## src/verilog/cbw_pkg.sv

```systemverilog
/*
 * cbw_pkg: shared constants, types and helpers for the cell balance
 * watchdog and emergency discharge block.
 * assumes: one 25 MHz pclk, APB register access, twelve balancing cells.
 */
package cbw_pkg;
	// clock and tick timing
	localparam int unsigned CLK_HZ          = 25_000_000;        // pclk rate
	localparam int unsigned TICK_US         = 62_500;            // base tick, 62.5 ms
	localparam int unsigned TICK_CYCLES     = (CLK_HZ / 1_000_000) * TICK_US;
	localparam int unsigned TICKS_PER_HALF  = 8;                 // 0.5 s in base ticks
	localparam int unsigned TICKS_PER_SEC   = 16;                // 1 s in base ticks
	// discharge cycle shape in base ticks, timeout step in minutes
	localparam logic [9:0]  CYCLE_LAST      = 10'h3BF;           // 960 ticks = 1 minute
	localparam logic [9:0]  DUTY_STEP_TICKS = 10'h078;           // 7.5 s per duty code
	localparam logic [9:0]  MAX_ON_TICKS    = 10'h3BF;           // 59.9375 s, leaves 62.5 ms
	localparam logic [2:0]  DUTY_MAX_CODE   = 3'h7;
	localparam logic [15:0] MIN_PER_STEP    = 16'h0078;          // 2 hours per timeout step
	// cell parity masks, bit 0 is cell one
	localparam logic [11:0] ODD_CELLS       = 12'h555;
	localparam logic [11:0] EVEN_CELLS      = 12'hAAA;
	// register byte offsets
	localparam logic [7:0]  OFS_BAL_EN      = 8'h00;
	localparam logic [7:0]  OFS_WATCHDOG    = 8'h04;
	localparam logic [7:0]  OFS_DCHG_PAT    = 8'h08;
	localparam logic [7:0]  OFS_DEV_CFG1    = 8'h0C;
	localparam logic [7:0]  OFS_PIN_CFG     = 8'h10;
	localparam logic [7:0]  OFS_STATUS      = 8'h14;
	localparam logic [7:0]  OFS_DRIVE       = 8'h18;
	// field positions
	localparam int unsigned WD_COUNT_LSB    = 0;                 // countdown [3:0]
	localparam int unsigned WD_PRESC_LSB    = 8;                 // prescale [10:8]
	localparam int unsigned CFG_TIME_LSB    = 0;                 // timeout [7:0]
	localparam int unsigned CFG_DUTY_LSB    = 8;                 // duty [10:8]
	localparam int unsigned CFG_EMG_BIT     = 12;                // emergency enable
	localparam int unsigned PIN_TMR_BIT     = 0;                 // timer output select
	localparam int unsigned PIN_VAL_BIT     = 1;                 // normal pin level
	localparam int unsigned ST_ALIVE_LSB    = 0;                 // alive counter [3:0]
	localparam int unsigned ST_ACTIVE_BIT   = 4;
	localparam int unsigned ST_EXPIRED_BIT  = 5;
	localparam int unsigned ST_RUNNING_BIT  = 6;
	localparam int unsigned ST_ALERT_BIT    = 15;                // reset alert flag
	// values after reset
	localparam logic        RST_ALERT       = 1'b1;              // power-on is recorded
	localparam logic [11:0] RST_SWITCHES    = 12'h000;
	localparam logic [3:0]  RST_COUNT       = 4'h0;
	localparam logic [2:0]  RST_PRESC       = 3'h0;
	localparam logic [7:0]  RST_TIMEOUT     = 8'h00;

	// discharge mode states
	typedef enum logic [1:0] {CBW_IDLE, CBW_ACTIVE, CBW_DONE} cbw_state_t;

	// apb request from master
	typedef struct packed {
		logic        psel;
		logic        penable;
		logic        pwrite;
		logic [7:0]  paddr;
		logic [31:0] pwdata;
	} cbw_apb_req_t;

	// apb answer to master
	typedef struct packed {
		logic [31:0] prdata;
		logic        pready;
		logic        pslverr;
	} cbw_apb_rsp_t;

	// seconds per countdown step, zero when the timer is off
	function automatic logic [8:0] cbw_step_secs(input logic [2:0] sel);
		case (sel)
			3'h1:    cbw_step_secs = 9'h001;
			3'h2:    cbw_step_secs = 9'h004;
			3'h3:    cbw_step_secs = 9'h010;
			3'h4:    cbw_step_secs = 9'h040;
			3'h5:    cbw_step_secs = 9'h080;
			3'h6:    cbw_step_secs = 9'h100;
			default: cbw_step_secs = 9'h000;
		endcase
	endfunction : cbw_step_secs

	// switch on-time in base ticks for a duty code
	function automatic logic [9:0] cbw_on_ticks(input logic [2:0] code);
		logic [9:0] steps;
		steps = {7'h00, code} + 10'h001;
		if (code == DUTY_MAX_CODE) begin
			cbw_on_ticks = MAX_ON_TICKS;
		end else begin
			cbw_on_ticks = 10'(steps * DUTY_STEP_TICKS);
		end
	endfunction : cbw_on_ticks
endpackage : cbw_pkg

```

## src/verilog/cbw_sync.sv

```systemverilog
/*
 * cbw_sync: three flop synchroniser for a level from outside pclk.
 * assumes: the level is slow against pclk; a change counts once the
 * second and third flops agree.
 */
module cbw_sync (
	input  wire logic pclk,     // block clock
	input  wire logic presetn,  // async reset, active low
	input  wire logic ce,       // clock enable
	input  wire logic async_in, // raw pin level
	output logic      level_q,  // filtered level
	output logic      rise_q    // one cycle on a filtered rise
);
	logic s1_q;                 // first stage, only read by s2
	logic s2_q;                 // second stage
	logic s3_q;                 // third stage
	wire  agree = (s2_q == s3_q);

	// shift chain and filtered level
	always_ff @(posedge pclk or negedge presetn) begin
		if (!presetn) begin
			s1_q    <= 1'b0;
			s2_q    <= 1'b0;
			s3_q    <= 1'b0;
			level_q <= 1'b0;
			rise_q  <= 1'b0;
		end else if (ce) begin
			s1_q    <= async_in;
			s2_q    <= s1_q;
			s3_q    <= s2_q;
			level_q <= agree ? s3_q : level_q;
			rise_q  <= agree && s3_q && !level_q;
		end
	end
endmodule : cbw_sync

```

## src/verilog/cbw_tick_gen.sv

```systemverilog
/*
 * cbw_tick_gen: free running divider giving base, half second and
 * second ticks for both timers.
 * assumes: TICK_CYCLES pclk cycles per 62.5 ms base tick.
 */
module cbw_tick_gen #(
	parameter int unsigned TICK_CYCLES = cbw_pkg::TICK_CYCLES // cycles per base tick
) (
	input  wire logic pclk,    // block clock
	input  wire logic presetn, // async reset, active low
	input  wire logic ce,      // clock enable
	output logic      tick_q,  // one cycle per 62.5 ms
	output logic      half_q,  // one cycle per 0.5 s
	output logic      sec_q    // one cycle per 1 s
);
	import cbw_pkg::*;
	localparam logic [31:0] DIV_LAST = 32'(TICK_CYCLES - 1);
	logic [31:0] div_q;        // cycle divider
	logic [3:0]  sub_q;        // base ticks within a second
	wire         wrap = (div_q == DIV_LAST);

	always_ff @(posedge pclk or negedge presetn) begin
		if (!presetn) begin
			div_q  <= 32'h0000_0000;
			sub_q  <= 4'h0;
			tick_q <= 1'b0;
			half_q <= 1'b0;
			sec_q  <= 1'b0;
		end else if (ce) begin
			div_q  <= wrap ? 32'h0000_0000 : div_q + 32'h0000_0001;
			sub_q  <= wrap ? sub_q + 4'h1 : sub_q;
			tick_q <= wrap;
			half_q <= wrap && (sub_q[2:0] == 3'(TICKS_PER_HALF - 1));
			sec_q  <= wrap && (sub_q == 4'(TICKS_PER_SEC - 1));
		end
	end
endmodule : cbw_tick_gen

```

## src/verilog/cbw_top.sv

```systemverilog
/*
 * cbw_top: balancing watchdog, emergency discharge sequencer, pin three
 * control and reset alert flag, behind an APB register slave.
 * assumes: APB master per the usual two phase protocol; the undervoltage
 * detector level arrives asynchronously; switch outputs drive the cells.
 */
// The APB register port and the placing of the registers were left to the implementer.
// Notes on behaviour
// - expiry forces every switch off outside discharge mode
// - expiry leaves switch-enable register untouched
// - prescale selector picks step period
// - countdown decrements once per step period
// - expired stays off until disable or reload
// - pin three high while countdown runs
// - discharge starts on enable with nonzero timeout
// - discharge entry clears the countdown
// - discharge drives switches from pattern register
// - alive counter counts at 2 Hz
// - pin three high during discharge
// - alternate odd then even one-minute cycles
// - each cycle ends with 62.5 ms off
// - duty code sets on-time in 7.5 s
// - timeout is two hours per step
// - clearing enable ends mode, restores control
// - zero timeout or elapsed limit ends mode
// - undervoltage reset sets alert flag bit 15
module cbw_top #(
	parameter int unsigned TICK_CYCLES = cbw_pkg::TICK_CYCLES // shorten for simulation
) (
	input  wire logic                 pclk,           // block clock, 25 MHz
	input  wire logic                 presetn,        // async reset, active low
	input  wire logic                 ce,             // clock enable, freezes state
	input  wire cbw_pkg::cbw_apb_req_t apb_req,       // apb request
	output cbw_pkg::cbw_apb_rsp_t     apb_rsp,        // apb answer
	input  wire logic                 supply_uv_in,   // regulator undervoltage level
	output logic [11:0]               switch_drive_q, // balancing switch drive
	output logic                      general_pin_three // pin three level
);
	import cbw_pkg::*;

	// register state
	logic [11:0] balance_switch_enable_reg_q;   // normal switch request
	logic [11:0] discharge_switch_pattern_q;    // discharge switch request
	logic [3:0]  balance_countdown_q;           // watchdog countdown
	logic [2:0]  balance_prescale_sel_q;        // step period select
	logic [8:0]  presc_secs_q;                  // seconds into current step
	logic [7:0]  discharge_timeout_q;           // mode duration field
	logic [2:0]  discharge_duty_sel_q;          // on-time field
	logic        emergency_discharge_en_q;      // mode enable
	logic        pin_three_timer_output_sel_q;  // pin three follows timer
	logic        pin_three_value_q;             // pin three normal level
	logic        reset_alert_flag_q;            // sticky reset alert
	logic [3:0]  discharge_alive_counter_q;     // 2 Hz alive count
	// sequencer state
	cbw_state_t  state_q;                       // discharge mode state
	cbw_state_t  state_d;
	logic [9:0]  cyc_q;                         // base ticks within cycle
	logic        even_phase_q;                  // low: odd cells, high: even
	logic [15:0] elapsed_min_q;                 // minutes in the mode
	logic [31:0] prdata_q;                      // read data register
	logic        pslverr_q;                     // error register
	logic        pin_q;                         // pin three register
	logic [11:0] switch_drive_d;
	logic        pin_d;

	// ticks and synchronised alert input
	logic tick_w;                               // 62.5 ms tick
	logic half_w;                               // 0.5 s tick
	logic sec_w;                                // 1 s tick
	logic uv_rise_w;                            // undervoltage event

	cbw_tick_gen #(
		.TICK_CYCLES (TICK_CYCLES)
	) u_ticks (
		.pclk    (pclk),
		.presetn (presetn),
		.ce      (ce),
		.tick_q  (tick_w),
		.half_q  (half_w),
		.sec_q   (sec_w)
	);

	cbw_sync u_uv_sync (
		.pclk     (pclk),
		.presetn  (presetn),
		.ce       (ce),
		.async_in (supply_uv_in),
		.level_q  (),
		.rise_q   (uv_rise_w)
	);

	// apb decode
	wire        setup_w   = apb_req.psel && !apb_req.penable;
	wire        access_w  = apb_req.psel && apb_req.penable;
	wire        wr_w      = access_w && apb_req.pwrite && ce;
	wire [7:0]  addr_w    = apb_req.paddr;
	wire [31:0] wdata_w   = apb_req.pwdata;
	wire        hit_w     = (addr_w <= OFS_DRIVE) && (addr_w[1:0] == 2'h0); // aligned word map
	wire        wr_bal_w  = wr_w && (addr_w == OFS_BAL_EN);
	wire        wr_wd_w   = wr_w && (addr_w == OFS_WATCHDOG);
	wire        wr_pat_w  = wr_w && (addr_w == OFS_DCHG_PAT);
	wire        wr_cfg_w  = wr_w && (addr_w == OFS_DEV_CFG1);
	wire        wr_pin_w  = wr_w && (addr_w == OFS_PIN_CFG);
	wire        wr_st_w   = wr_w && (addr_w == OFS_STATUS);

	// watchdog decode
	wire [8:0]  step_w     = cbw_step_secs(balance_prescale_sel_q);
	wire        wd_on_w    = (step_w != 9'h000);
	wire        wd_run_w   = wd_on_w && (balance_countdown_q != 4'h0);
	wire        wd_exp_w   = wd_on_w && (balance_countdown_q == 4'h0);
	wire        step_end_w = sec_w && wd_run_w && (presc_secs_q == step_w - 9'h001);

	// discharge decode
	wire        active_w   = (state_q == CBW_ACTIVE);
	wire        start_w    = emergency_discharge_en_q && (discharge_timeout_q != 8'h00);
	wire [15:0] limit_w    = 16'(({8'h00, discharge_timeout_q} + 16'h0001) * MIN_PER_STEP);
	wire        cyc_end_w  = tick_w && (cyc_q == CYCLE_LAST);
	wire [9:0]  on_w       = cbw_on_ticks(discharge_duty_sel_q);
	wire        on_win_w   = (cyc_q < on_w);
	wire [11:0] parity_w   = even_phase_q ? EVEN_CELLS : ODD_CELLS;

	// read mux
	wire [31:0] status_w   = (32'(reset_alert_flag_q) << ST_ALERT_BIT) |
	                         (32'(wd_run_w) << ST_RUNNING_BIT) |
	                         (32'(wd_exp_w) << ST_EXPIRED_BIT) |
	                         (32'(active_w) << ST_ACTIVE_BIT) |
	                         (32'(discharge_alive_counter_q) << ST_ALIVE_LSB);
	wire [31:0] rd_w       = (addr_w == OFS_BAL_EN)   ? {20'h00000, balance_switch_enable_reg_q} :
	                         (addr_w == OFS_WATCHDOG) ?
	                           ((32'(balance_prescale_sel_q) << WD_PRESC_LSB) |
	                            (32'(balance_countdown_q) << WD_COUNT_LSB)) :
	                         (addr_w == OFS_DCHG_PAT) ? {20'h00000, discharge_switch_pattern_q} :
	                         (addr_w == OFS_DEV_CFG1) ?
	                           ((32'(emergency_discharge_en_q) << CFG_EMG_BIT) |
	                            (32'(discharge_duty_sel_q) << CFG_DUTY_LSB) |
	                            (32'(discharge_timeout_q) << CFG_TIME_LSB)) :
	                         (addr_w == OFS_PIN_CFG)  ?
	                           ((32'(pin_three_value_q) << PIN_VAL_BIT) |
	                            (32'(pin_three_timer_output_sel_q) << PIN_TMR_BIT)) :
	                         (addr_w == OFS_STATUS)   ? status_w :
	                         (addr_w == OFS_DRIVE)    ? {20'h00000, switch_drive_q} :
	                         32'h0000_0000;

	// zero wait state answer
	assign apb_rsp.pready  = 1'b1;
	assign apb_rsp.prdata  = prdata_q;
	assign apb_rsp.pslverr = pslverr_q;

	// read data and error caught in setup phase
	always_ff @(posedge pclk or negedge presetn) begin
		if (!presetn) begin
			prdata_q  <= 32'h0000_0000;
			pslverr_q <= 1'b0;
		end else if (ce && setup_w) begin
			prdata_q  <= apb_req.pwrite ? 32'h0000_0000 : rd_w;
			pslverr_q <= !hit_w;
		end
	end

	// enable register only changes by writes
	always_ff @(posedge pclk or negedge presetn) begin
		if (!presetn) begin
			balance_switch_enable_reg_q  <= RST_SWITCHES;
			discharge_switch_pattern_q   <= RST_SWITCHES;
			balance_prescale_sel_q       <= RST_PRESC;
			discharge_timeout_q          <= RST_TIMEOUT;
			discharge_duty_sel_q         <= 3'h0;
			emergency_discharge_en_q     <= 1'b0;
			pin_three_timer_output_sel_q <= 1'b0;
			pin_three_value_q            <= 1'b0;
		end else begin
			if (wr_bal_w) begin
				balance_switch_enable_reg_q <= wdata_w[11:0];
			end
			if (wr_pat_w) begin
				discharge_switch_pattern_q <= wdata_w[11:0];
			end
			if (wr_wd_w) begin
				balance_prescale_sel_q <= wdata_w[WD_PRESC_LSB +: 3];
			end
			if (wr_cfg_w) begin
				discharge_timeout_q      <= wdata_w[CFG_TIME_LSB +: 8];
				discharge_duty_sel_q     <= wdata_w[CFG_DUTY_LSB +: 3];
				emergency_discharge_en_q <= wdata_w[CFG_EMG_BIT];
			end
			if (wr_pin_w) begin
				pin_three_timer_output_sel_q <= wdata_w[PIN_TMR_BIT];
				pin_three_value_q            <= wdata_w[PIN_VAL_BIT];
			end
		end
	end

	// sticky alert, set wins over write one to clear
	always_ff @(posedge pclk or negedge presetn) begin
		if (!presetn) begin
			reset_alert_flag_q <= RST_ALERT;
		end else if (ce) begin
			if (uv_rise_w) begin
				reset_alert_flag_q <= 1'b1;
			end else if (wr_st_w && wdata_w[ST_ALERT_BIT]) begin
				reset_alert_flag_q <= 1'b0;
			end
		end
	end

	// countdown steps once per selected period
	always_ff @(posedge pclk or negedge presetn) begin
		if (!presetn) begin
			balance_countdown_q <= RST_COUNT;
			presc_secs_q        <= 9'h000;
		end else if (ce) begin
			if (state_q == CBW_IDLE && start_w) begin
				balance_countdown_q <= 4'h0;
				presc_secs_q        <= 9'h000;
			end else if (wr_wd_w) begin
				// reload restarts the step
				balance_countdown_q <= wdata_w[WD_COUNT_LSB +: 4];
				presc_secs_q        <= 9'h000;
			end else if (!wd_run_w) begin
				presc_secs_q <= 9'h000;
			end else if (step_end_w) begin
				balance_countdown_q <= balance_countdown_q - 4'h1;
				presc_secs_q        <= 9'h000;
			end else if (sec_w) begin
				presc_secs_q <= presc_secs_q + 9'h001;
			end
		end
	end

	always_comb begin
		state_d = state_q;
		case (state_q)
			CBW_IDLE: begin
				if (start_w) begin
					state_d = CBW_ACTIVE;
				end
			end
			CBW_ACTIVE: begin
				if (!emergency_discharge_en_q) begin
					state_d = CBW_IDLE;
				end else if (discharge_timeout_q == 8'h00 || elapsed_min_q >= limit_w) begin
					state_d = CBW_DONE;
				end
			end
			CBW_DONE: begin
				// waits for the enable to drop
				if (!emergency_discharge_en_q) begin
					state_d = CBW_IDLE;
				end
			end
			default: state_d = CBW_IDLE;
		endcase
	end

	// cycle position, phase and elapsed time
	always_ff @(posedge pclk or negedge presetn) begin
		if (!presetn) begin
			state_q       <= CBW_IDLE;
			cyc_q         <= 10'h000;
			even_phase_q  <= 1'b0;
			elapsed_min_q <= 16'h0000;
		end else if (ce) begin
			state_q <= state_d;
			if (!active_w) begin
				// timer reset outside the mode
				cyc_q         <= 10'h000;
				even_phase_q  <= 1'b0;
				elapsed_min_q <= 16'h0000;
			end else if (cyc_end_w) begin
				cyc_q         <= 10'h000;
				even_phase_q  <= !even_phase_q;
				elapsed_min_q <= elapsed_min_q + 16'h0001;
			end else if (tick_w) begin
				cyc_q <= cyc_q + 10'h001;
			end
		end
	end

	// alive counter wraps after its top value
	always_ff @(posedge pclk or negedge presetn) begin
		if (!presetn) begin
			discharge_alive_counter_q <= 4'h0;
		end else if (ce && active_w && half_w) begin
			discharge_alive_counter_q <= discharge_alive_counter_q + 4'h1;
		end
	end

	wire [11:0] dchg_drive_w = on_win_w ? (discharge_switch_pattern_q & parity_w) : 12'h000; // mode
	wire [11:0] norm_drive_w = wd_exp_w ? 12'h000 : balance_switch_enable_reg_q;            // normal
	assign switch_drive_d = active_w ? dchg_drive_w : norm_drive_w;

	wire        pin_norm_w   = pin_three_timer_output_sel_q ? wd_run_w : pin_three_value_q; // normal
	assign pin_d = active_w || pin_norm_w;

	// output registers
	always_ff @(posedge pclk or negedge presetn) begin
		if (!presetn) begin
			switch_drive_q <= RST_SWITCHES;
			pin_q          <= 1'b0;
		end else if (ce) begin
			switch_drive_q <= switch_drive_d;
			pin_q          <= pin_d;
		end
	end
	assign general_pin_three = pin_q;
endmodule : cbw_top

```

## config.mk

```make
export PLATFORM = sky130hd
export DESIGN_NAME = cbw_top
export DESIGN_NICKNAME = d
export VERILOG_FILES = /design/src/verilog/cbw_pkg.sv /design/src/verilog/cbw_sync.sv /design/src/verilog/cbw_tick_gen.sv /design/src/verilog/cbw_top.sv
export SDC_FILE = /design/constraint.sdc
export NUM_CORES = 1
export LEC_CHECK = 0
export ABC_AREA = 0
export BUFFER_PORTS_ARGS = -buffer_cell sky130_fd_sc_hd__buf_2
export CORE_ASPECT_RATIO = 2
export CORE_MARGIN = 2
export CORE_UTILIZATION = 55
export CTS_BUF_LIST = sky130_fd_sc_hd__clkbuf_4 sky130_fd_sc_hd__clkbuf_8
export CTS_CLUSTER_SIZE = 24
export DETAILED_ROUTE_END_ITERATION = 8
export PLACE_DENSITY = 0.72
export SLEW_MARGIN = 20
export SYNTH_ARGS = -nofsm -noshare
export SYNTH_HDL_FRONTEND = slang
export SYNTH_HIERARCHICAL = 1
export SYNTH_SLANG_ARGS = --single-unit
```

## constraint.sdc

```tcl
create_clock -name pclk -period 6.6 [get_ports pclk]
set_input_delay 0.66 -clock pclk [delete_from_list [all_inputs] [get_ports pclk]]
set_output_delay 0.66 -clock pclk [all_outputs]
set_load 0.02 [all_outputs]
```

==> results.md, run 1 <==
- Post-DP HPWL: 17.9 mm
- Crit path max fanout: 8
- Leading register cell type out of synthesis: dfrtp_1
- CTS tree: yes
- I/O Buffers: 56
- DR vias/cell: 6.00
- Max Cap Viol: 0
- Max stage delay on crit path: 530 ps
- Post-Synth Simple-Gate Area: 19.3%
- Htree depth: 4
- DIE HEIGHT: 199 um
- WP buf/inv: 1
- Clock transition at the registers of the reported paths: 90 ps
- Routed Antenna Nets: 0
- # IOs: 94
- Power per cell area: 176 nW/um^2
- Compound-Gate Fraction of Synth Area: 13.4%
- Mux share of post-synthesis cell area: 6.26%
- CTS resizes: 0
- Element type at the critical path end: flip-flop
- WL/cell: 18.1 um
- Initial core utilization: 55.9%
- Die area: 20100 um^2
- Site row count: 71
- Netlist Area Pre-Place: 10400 um^2
- Initial antenna violation count: 2
- Clock sink count: 160
- Clk Latency, worst-skew pair: 480 ps
- F_max: 183 MHz
- Die W: 101 um
- Number of enable flip-flop cells after synthesis: 0
- Minimum clock period: 5460 ps
- Final WL: 24.0 mm
- Core area: 18700 um^2
- Clk_skew: 12.5 ps
- Layout Nets: 1221
- Vias in the first global route: 8040
- Commonest non-fill, non-tap cell in the layout: dfrtp_1
- Register area share after synthesis: 38.4%
- Worst r2r dst: state_q[0]
- Critical path type: flip-flop to flip-flop
- Most frequent cells in the layout: dfrtp_1 (159), nor2_1 (80), nand2_1 (74), inv_1 (64), ha_1 (64)
- DRC viols: 0
- Rel. slew slack: 20.3%
- DRT Pass-1 Iters: 5
- Hold_buf cts: 0
- Critical Path AT: 5830 ps
- Fraction of registers with async set/reset: 100%
- Post-Synth XOR/XNOR Area: 6.64%
- Status: finished, final reports clean
- Peak VDD IR: 0.134 mV
- Worst Path Required: 6970 ps
- Total GRT Usage: 25.1%
- Area Overhead vs Synth: 6.78%
- First-pass GRT wire length: 39.4 mm
- Final instance area: 11100 um^2
- 1st-iter DRT viols: 326
- Gpl congestion: 0.891
- Largest family of logic cells by synthesized area: simple AND/OR/NAND/NOR gates
- Setup violators final: 0
- FF-to-FF Start: discharge_timeout_q[0]
- Placed instance area: 10700 um^2
- Via total after detailed routing: 7978
- Setup bufs post-CTS: 0
- Crit path from: discharge_timeout_q[0]
- CP top delay family: compound AO/OA/AOI/OAI gates
- Hold Crit Class: input port to async pin
- Placed cells: 1297
- CP Cell Sequence: ha_1 > and3_1 > xnor2_1 > xnor2_1 > xnor2_1 > fa_1 > inv_1 > ha_1 > nand2b_1 > a21oi_1 > o41ai_1 > nor2_1 > a311oi_1 > ha_1 > nor2b_1 > o21ai_0 > o2111ai_1 > o21ai_0 > mux2_2
- CTS buffer count: 17
- Post-route insts no fill: 1330
- Total congestion overflow: 0
- Final TNS setup: 0 ps
- Post-Synth Adder-Cell Area: 10.4%
- Worst Tran Pin Value: 1190 ps
- CP Launch Type: flip-flop
- Largest net degree at the start of global routing: 87
- Max Transition Viols Final: 0
- Post-synth cell types: 88
- Yosys warnings: 6
- Max clock buf depth: 2
- Gate count of the mapped netlist: 1060
- Leakage: 5.38 nW
- Root Buffer: clkbuf_8
- R2r setup slk: 1140 ps
- Fraction of layout cells with a size suffix above 1: 16.3%
- Register-to-Register Path Depth: 19
- RSZ-0062 raised after global routing: false
- Tcrit/Tclk final: 82.7%
- Syn avg cell area: 9.83 um^2
- Overall power: 0.00196 W
- CP max stage cell: xnor2_1
- Hold Violations, Final: 0
- #FFs+latches synth: 160
worst register-to-register path, stage by stage (launching register included):
cell and delay [ps]:
dfrtp_1 490, ha_1 290, and3_1 210, xnor2_1 530, xnor2_1 250, xnor2_1 200, fa_1 530, inv_1 50
ha_1 320, nand2b_1 90, a21oi_1 80, o41ai_1 530, nor2_1 110, a311oi_1 250, ha_1 290, nor2b_1 140
o21ai_0 190, o2111ai_1 150, o21ai_0 290, mux2_2 370
worst max path at each step:
stage                     cells after the start    endpoint
after floorplan                              22  state_q[0]
after global placement                       20  state_q[0]
after detailed placement                     19  state_q[0]
after CTS                                    19  state_q[0]
after global routing                         19  state_q[0]
final                                        19  state_q[0]
where the power goes:
| group | internal [W] | total, W | switching [W] |
|---|---|---|---|
| clock | 0.000324 | 0.000718 | 0.000394 |
| combinational | 0.0000726 | 0.000194 | 0.000122 |
| sequential | 0.00101 | 0.00105 | 0.0000408 |
state kept, by name (all words and copies together), names as in the netlist, 8 cells and up:
register                     cells
balance_switch_enable_reg_q     12
elapsed_min_q                   16
presc_secs_q                     9
discharge_switch_pattern_q      12
u_ticks/div_q                   32
discharge_timeout_q              8
prdata_q                        14
cyc_q                           10
switch_drive_q                  12
layout make-up:
cell class	instances	area (um^2)
Antenna cell	1	2.50
Clock buffer	19	262
Clock inverter	13	126
Fill cell	1645	7530
Inverter	65	244
Multi-Input combinational cell	793	5900
Sequential cell	160	4010
Tap cell	219	274
Timing Repair Buffer	60	317
cells by family (layout without fill, tap and decap cells):
logic type / Yosys count / count (layout)
buffers and inverters: 124 / 157
flip-flops: 160 / 160
AND/OR/NAND/NOR: 366 / 366
XOR/XNOR: 79 / 79
multiplexers: 58 / 58
adder cells (fa/ha/maj): 79 / 79
other: 2 / 20
AO/OA/AOI/OAI: 192 / 192
per-stage QoR:
stage | hold WS (ps) | worst slack [ps] | utilization (%)
floorplan | 364 | 1710 | -
global placement | 457 | 1140 | 57.6
detailed placement | 465 | 1080 | 57.6
CTS | 250 | 1030 | 59.6
global route | 302 | 694 | 59.6
finish | 226 | 1140 | 59.6
cells in the mapped netlist (11+ instances only):
master,n,area share [%]
nand3_1,46,2.2
and4_1,12,1.0
xor2_1,45,3.8
nor3_1,13,0.62
fa_1,13,2.5
o21ai_0,43,2.1
nand2b_1,11,0.66
ha_1,64,7.7
and3_1,17,1.0
nor4_1,11,0.66
nor2b_1,23,1.4
nand2_1,74,2.7
a21o_1,14,1.0
nand4_1,26,1.6
buf_2,12,0.58
clkbuf_1,15,0.54
a21oi_1,34,1.6
xnor2_1,34,2.9
a221o_1,12,1.2
o21ai_1,12,0.58
buf_4,25,1.8
mux2_2,44,4.8
dfrtp_1,159,38
nor2_1,80,2.9
inv_1,64,2.3
routing by layer:
layer / vias to the layer above / routed length [um] / track usage (%)
met5: - / 13 / 0
met4: 2 / 799 / 11.8
met3: 61 / 744 / 3.69
met2: 187 / 13500 / 46.7
met1: 3918 / 9010 / 27.1
li1: 3810 / - / -
Note: power is estimated with default switching activity, not from simulation.
==> inputs of run 2 (changes only) <==
==> constraint.sdc (replaced) <==
create_clock -name pclk -period 5.7 [get_ports pclk]
set_input_delay 0.57 -clock pclk [delete_from_list [all_inputs] [get_ports pclk]]
set_output_delay 0.57 -clock pclk [all_outputs]
set_load 0.02 [all_outputs]
==> run 2 against run 1 <==
  * Sequential share of layout area decreased by 0.093 points
  * Flip-flop and latch count unchanged
  * Clock power increased by 21%
  * Combinational power increased by 17%
  * Utilization increased by 0.15 points
  * Critical path depth increased by 3
  * Critical endpoint unchanged
  * Global-route usage increased by 0.96 points
  * Highest routed layer unchanged
  * Largest power group unchanged
==> results.md, run 2 (same netlist as run 1, synthesis figures left out) <==
- Worst r2r dst: state_q[0]
- Largest net degree at the start of global routing: 115
- Clock sink count: 160
- Layout Nets: 1223
- CP Cell Sequence: inv_1 > ha_1 > xnor2_1 > ha_1 > inv_1 > fa_1 > inv_1 > ha_1 > a21o_1 > a21oi_1 > nand2b_1 > a21oi_1 > o41ai_1 > buf_4 > nor2_1 > a311oi_1 > ha_1 > nor2b_1 > o21ai_0 > o2111ai_1 > o21ai_1 > mux2_2
- 1st-iter DRT viols: 309
- Most frequent cells in the layout: dfrtp_1 (159), nor2_1 (80), nand2_1 (74), inv_1 (64), ha_1 (64)
- RSZ-0062 raised after global routing: false
- FF-to-FF Start: discharge_timeout_q[0]
- Largest registers: u_ticks/div_q: 32 flops, elapsed_min_q: 16 flops, prdata_q: 14 flops
- Tcrit/Tclk final: 95.0%
- R2r setup slk: 280 ps
- Placed cells: 1299
- Max Transition Viols Final: 0
- Max clock buf depth: 2
- WP buf/inv: 4
- DIE HEIGHT: 199 um
- Clock transition at the registers of the reported paths: 90 ps
- Die W: 101 um
- Rel. slew slack: 22.1%
- Minimum clock period: 5420 ps
- Site row count: 71
- Clk_skew: 19.5 ps
- Clk Latency, worst-skew pair: 500 ps
- Status: finished, final reports clean
- Post-route insts no fill: 1332
- Core area: 18700 um^2
- Hold Crit Class: input port to async pin
- Peak VDD IR: 0.168 mV
- Initial antenna violation count: 2
- CP Launch Type: flip-flop
- Overall power: 0.00231 W
- Via total after detailed routing: 8053
- Routed Antenna Nets: 0
- Fraction of layout cells with a size suffix above 1: 16.5%
- Worst Path Required: 6090 ps
- CP top delay family: adder cells
- Commonest non-fill, non-tap cell in the layout: dfrtp_1
- Max stage delay on crit path: 530 ps
- Leakage: 5.40 nW
- Power per cell area: 207 nW/um^2
- First-pass GRT wire length: 40.7 mm
- Largest reg by FF count: u_ticks/div_q
- CP max stage cell: fa_1
- Hold slack: 216 ps
- Hold_buf cts: 0
- Final WL: 24.7 mm
- Critical path type: flip-flop to flip-flop
- Area Overhead vs Synth: 7.06%
- Final TNS setup: 0 ps
- F_max: 185 MHz
- WL/cell: 18.5 um
- Worst Tran Pin Value: 1170 ps
- Initial core utilization: 55.9%
- Gpl congestion: 0.852
- Setup violators final: 0
- DRT Pass-1 Iters: 5
- Vias in the first global route: 8244
- # IOs: 94
- Worst path most repeated cell: ha_1
- Root Buffer: clkbuf_8
- Hold Violations, Final: 0
- Flip-flop count of the largest register after layout: 32
- Total GRT Usage: 26.0%
- Die area: 20100 um^2
- Max Cap Viol: 0
- Element type at the critical path end: flip-flop
- CTS tree: yes
- DR vias/cell: 6.05
- Post-DP HPWL: 18.4 mm
- CTS buffer count: 17
- Register-to-Register Path Depth: 22
- DRC viols: 0
- Total congestion overflow: 0
- Critical Path AT: 5800 ps
- Crit path max fanout: 8
- Htree depth: 4
- I/O Buffers: 56
[run 2: routing by layer]
layer | vias up | share of wire, % | GRT usage (%)
met1 | 3994 | 37 | 26.7
met4 | 2 | 4.3 | 13.3
met3 | 73 | 3.2 | 5.20
met5 | - | 0.053 | 0
li1 | 3813 | - | -
met2 | 171 | 56 | 48.5
[run 2: worst max path at each step]
stage                                      start         end  slack (ps)  cells past startpoint
after floorplan           discharge_timeout_q[0]  state_q[0]         810                     22
after global placement    discharge_timeout_q[0]  state_q[0]         340                     21
after detailed placement  discharge_timeout_q[0]  state_q[0]         210                     22
after CTS                 discharge_timeout_q[0]  state_q[0]         180                     22
after global routing      discharge_timeout_q[0]  state_q[0]          30                     22
final                     discharge_timeout_q[0]  state_q[0]         280                     22
[run 2: report_power, final]
group	switching (W)	internal, W	leakage [nW]
Combinational	0.000142	0.0000842	3.02
Clock	0.000464	0.000406	0.201
Sequential	0.0000457	0.00117	2.19
[run 2: metrics by stage]
step	setup WS, ps	area, um^2	utilization (%)
detailed placement	209	10800	57.6
finish	285	11200	59.8
global placement	343	10800	57.6
global route	30.6	11200	59.8
floorplan	813	10500	-
CTS	184	11200	59.8
[run 2: what timing repair did]
item | 4_1_cts | 5_1_grt
setup endpoints to repair | 0 | 1
setup buffers | 0 | 0
gates resized for setup | 0 | 1
[run 2: layout make-up]
type / count / area [um^2]
timing repair buffer: 62 / 334
clock inverter: 14 / 151
sequential: 160 / 4010
antenna: 1 / 2.50
tap: 219 / 274
clock buffer: 18 / 248
fill: 1634 / 7500
multi-input combinational: 793 / 5900
inverter: 65 / 244
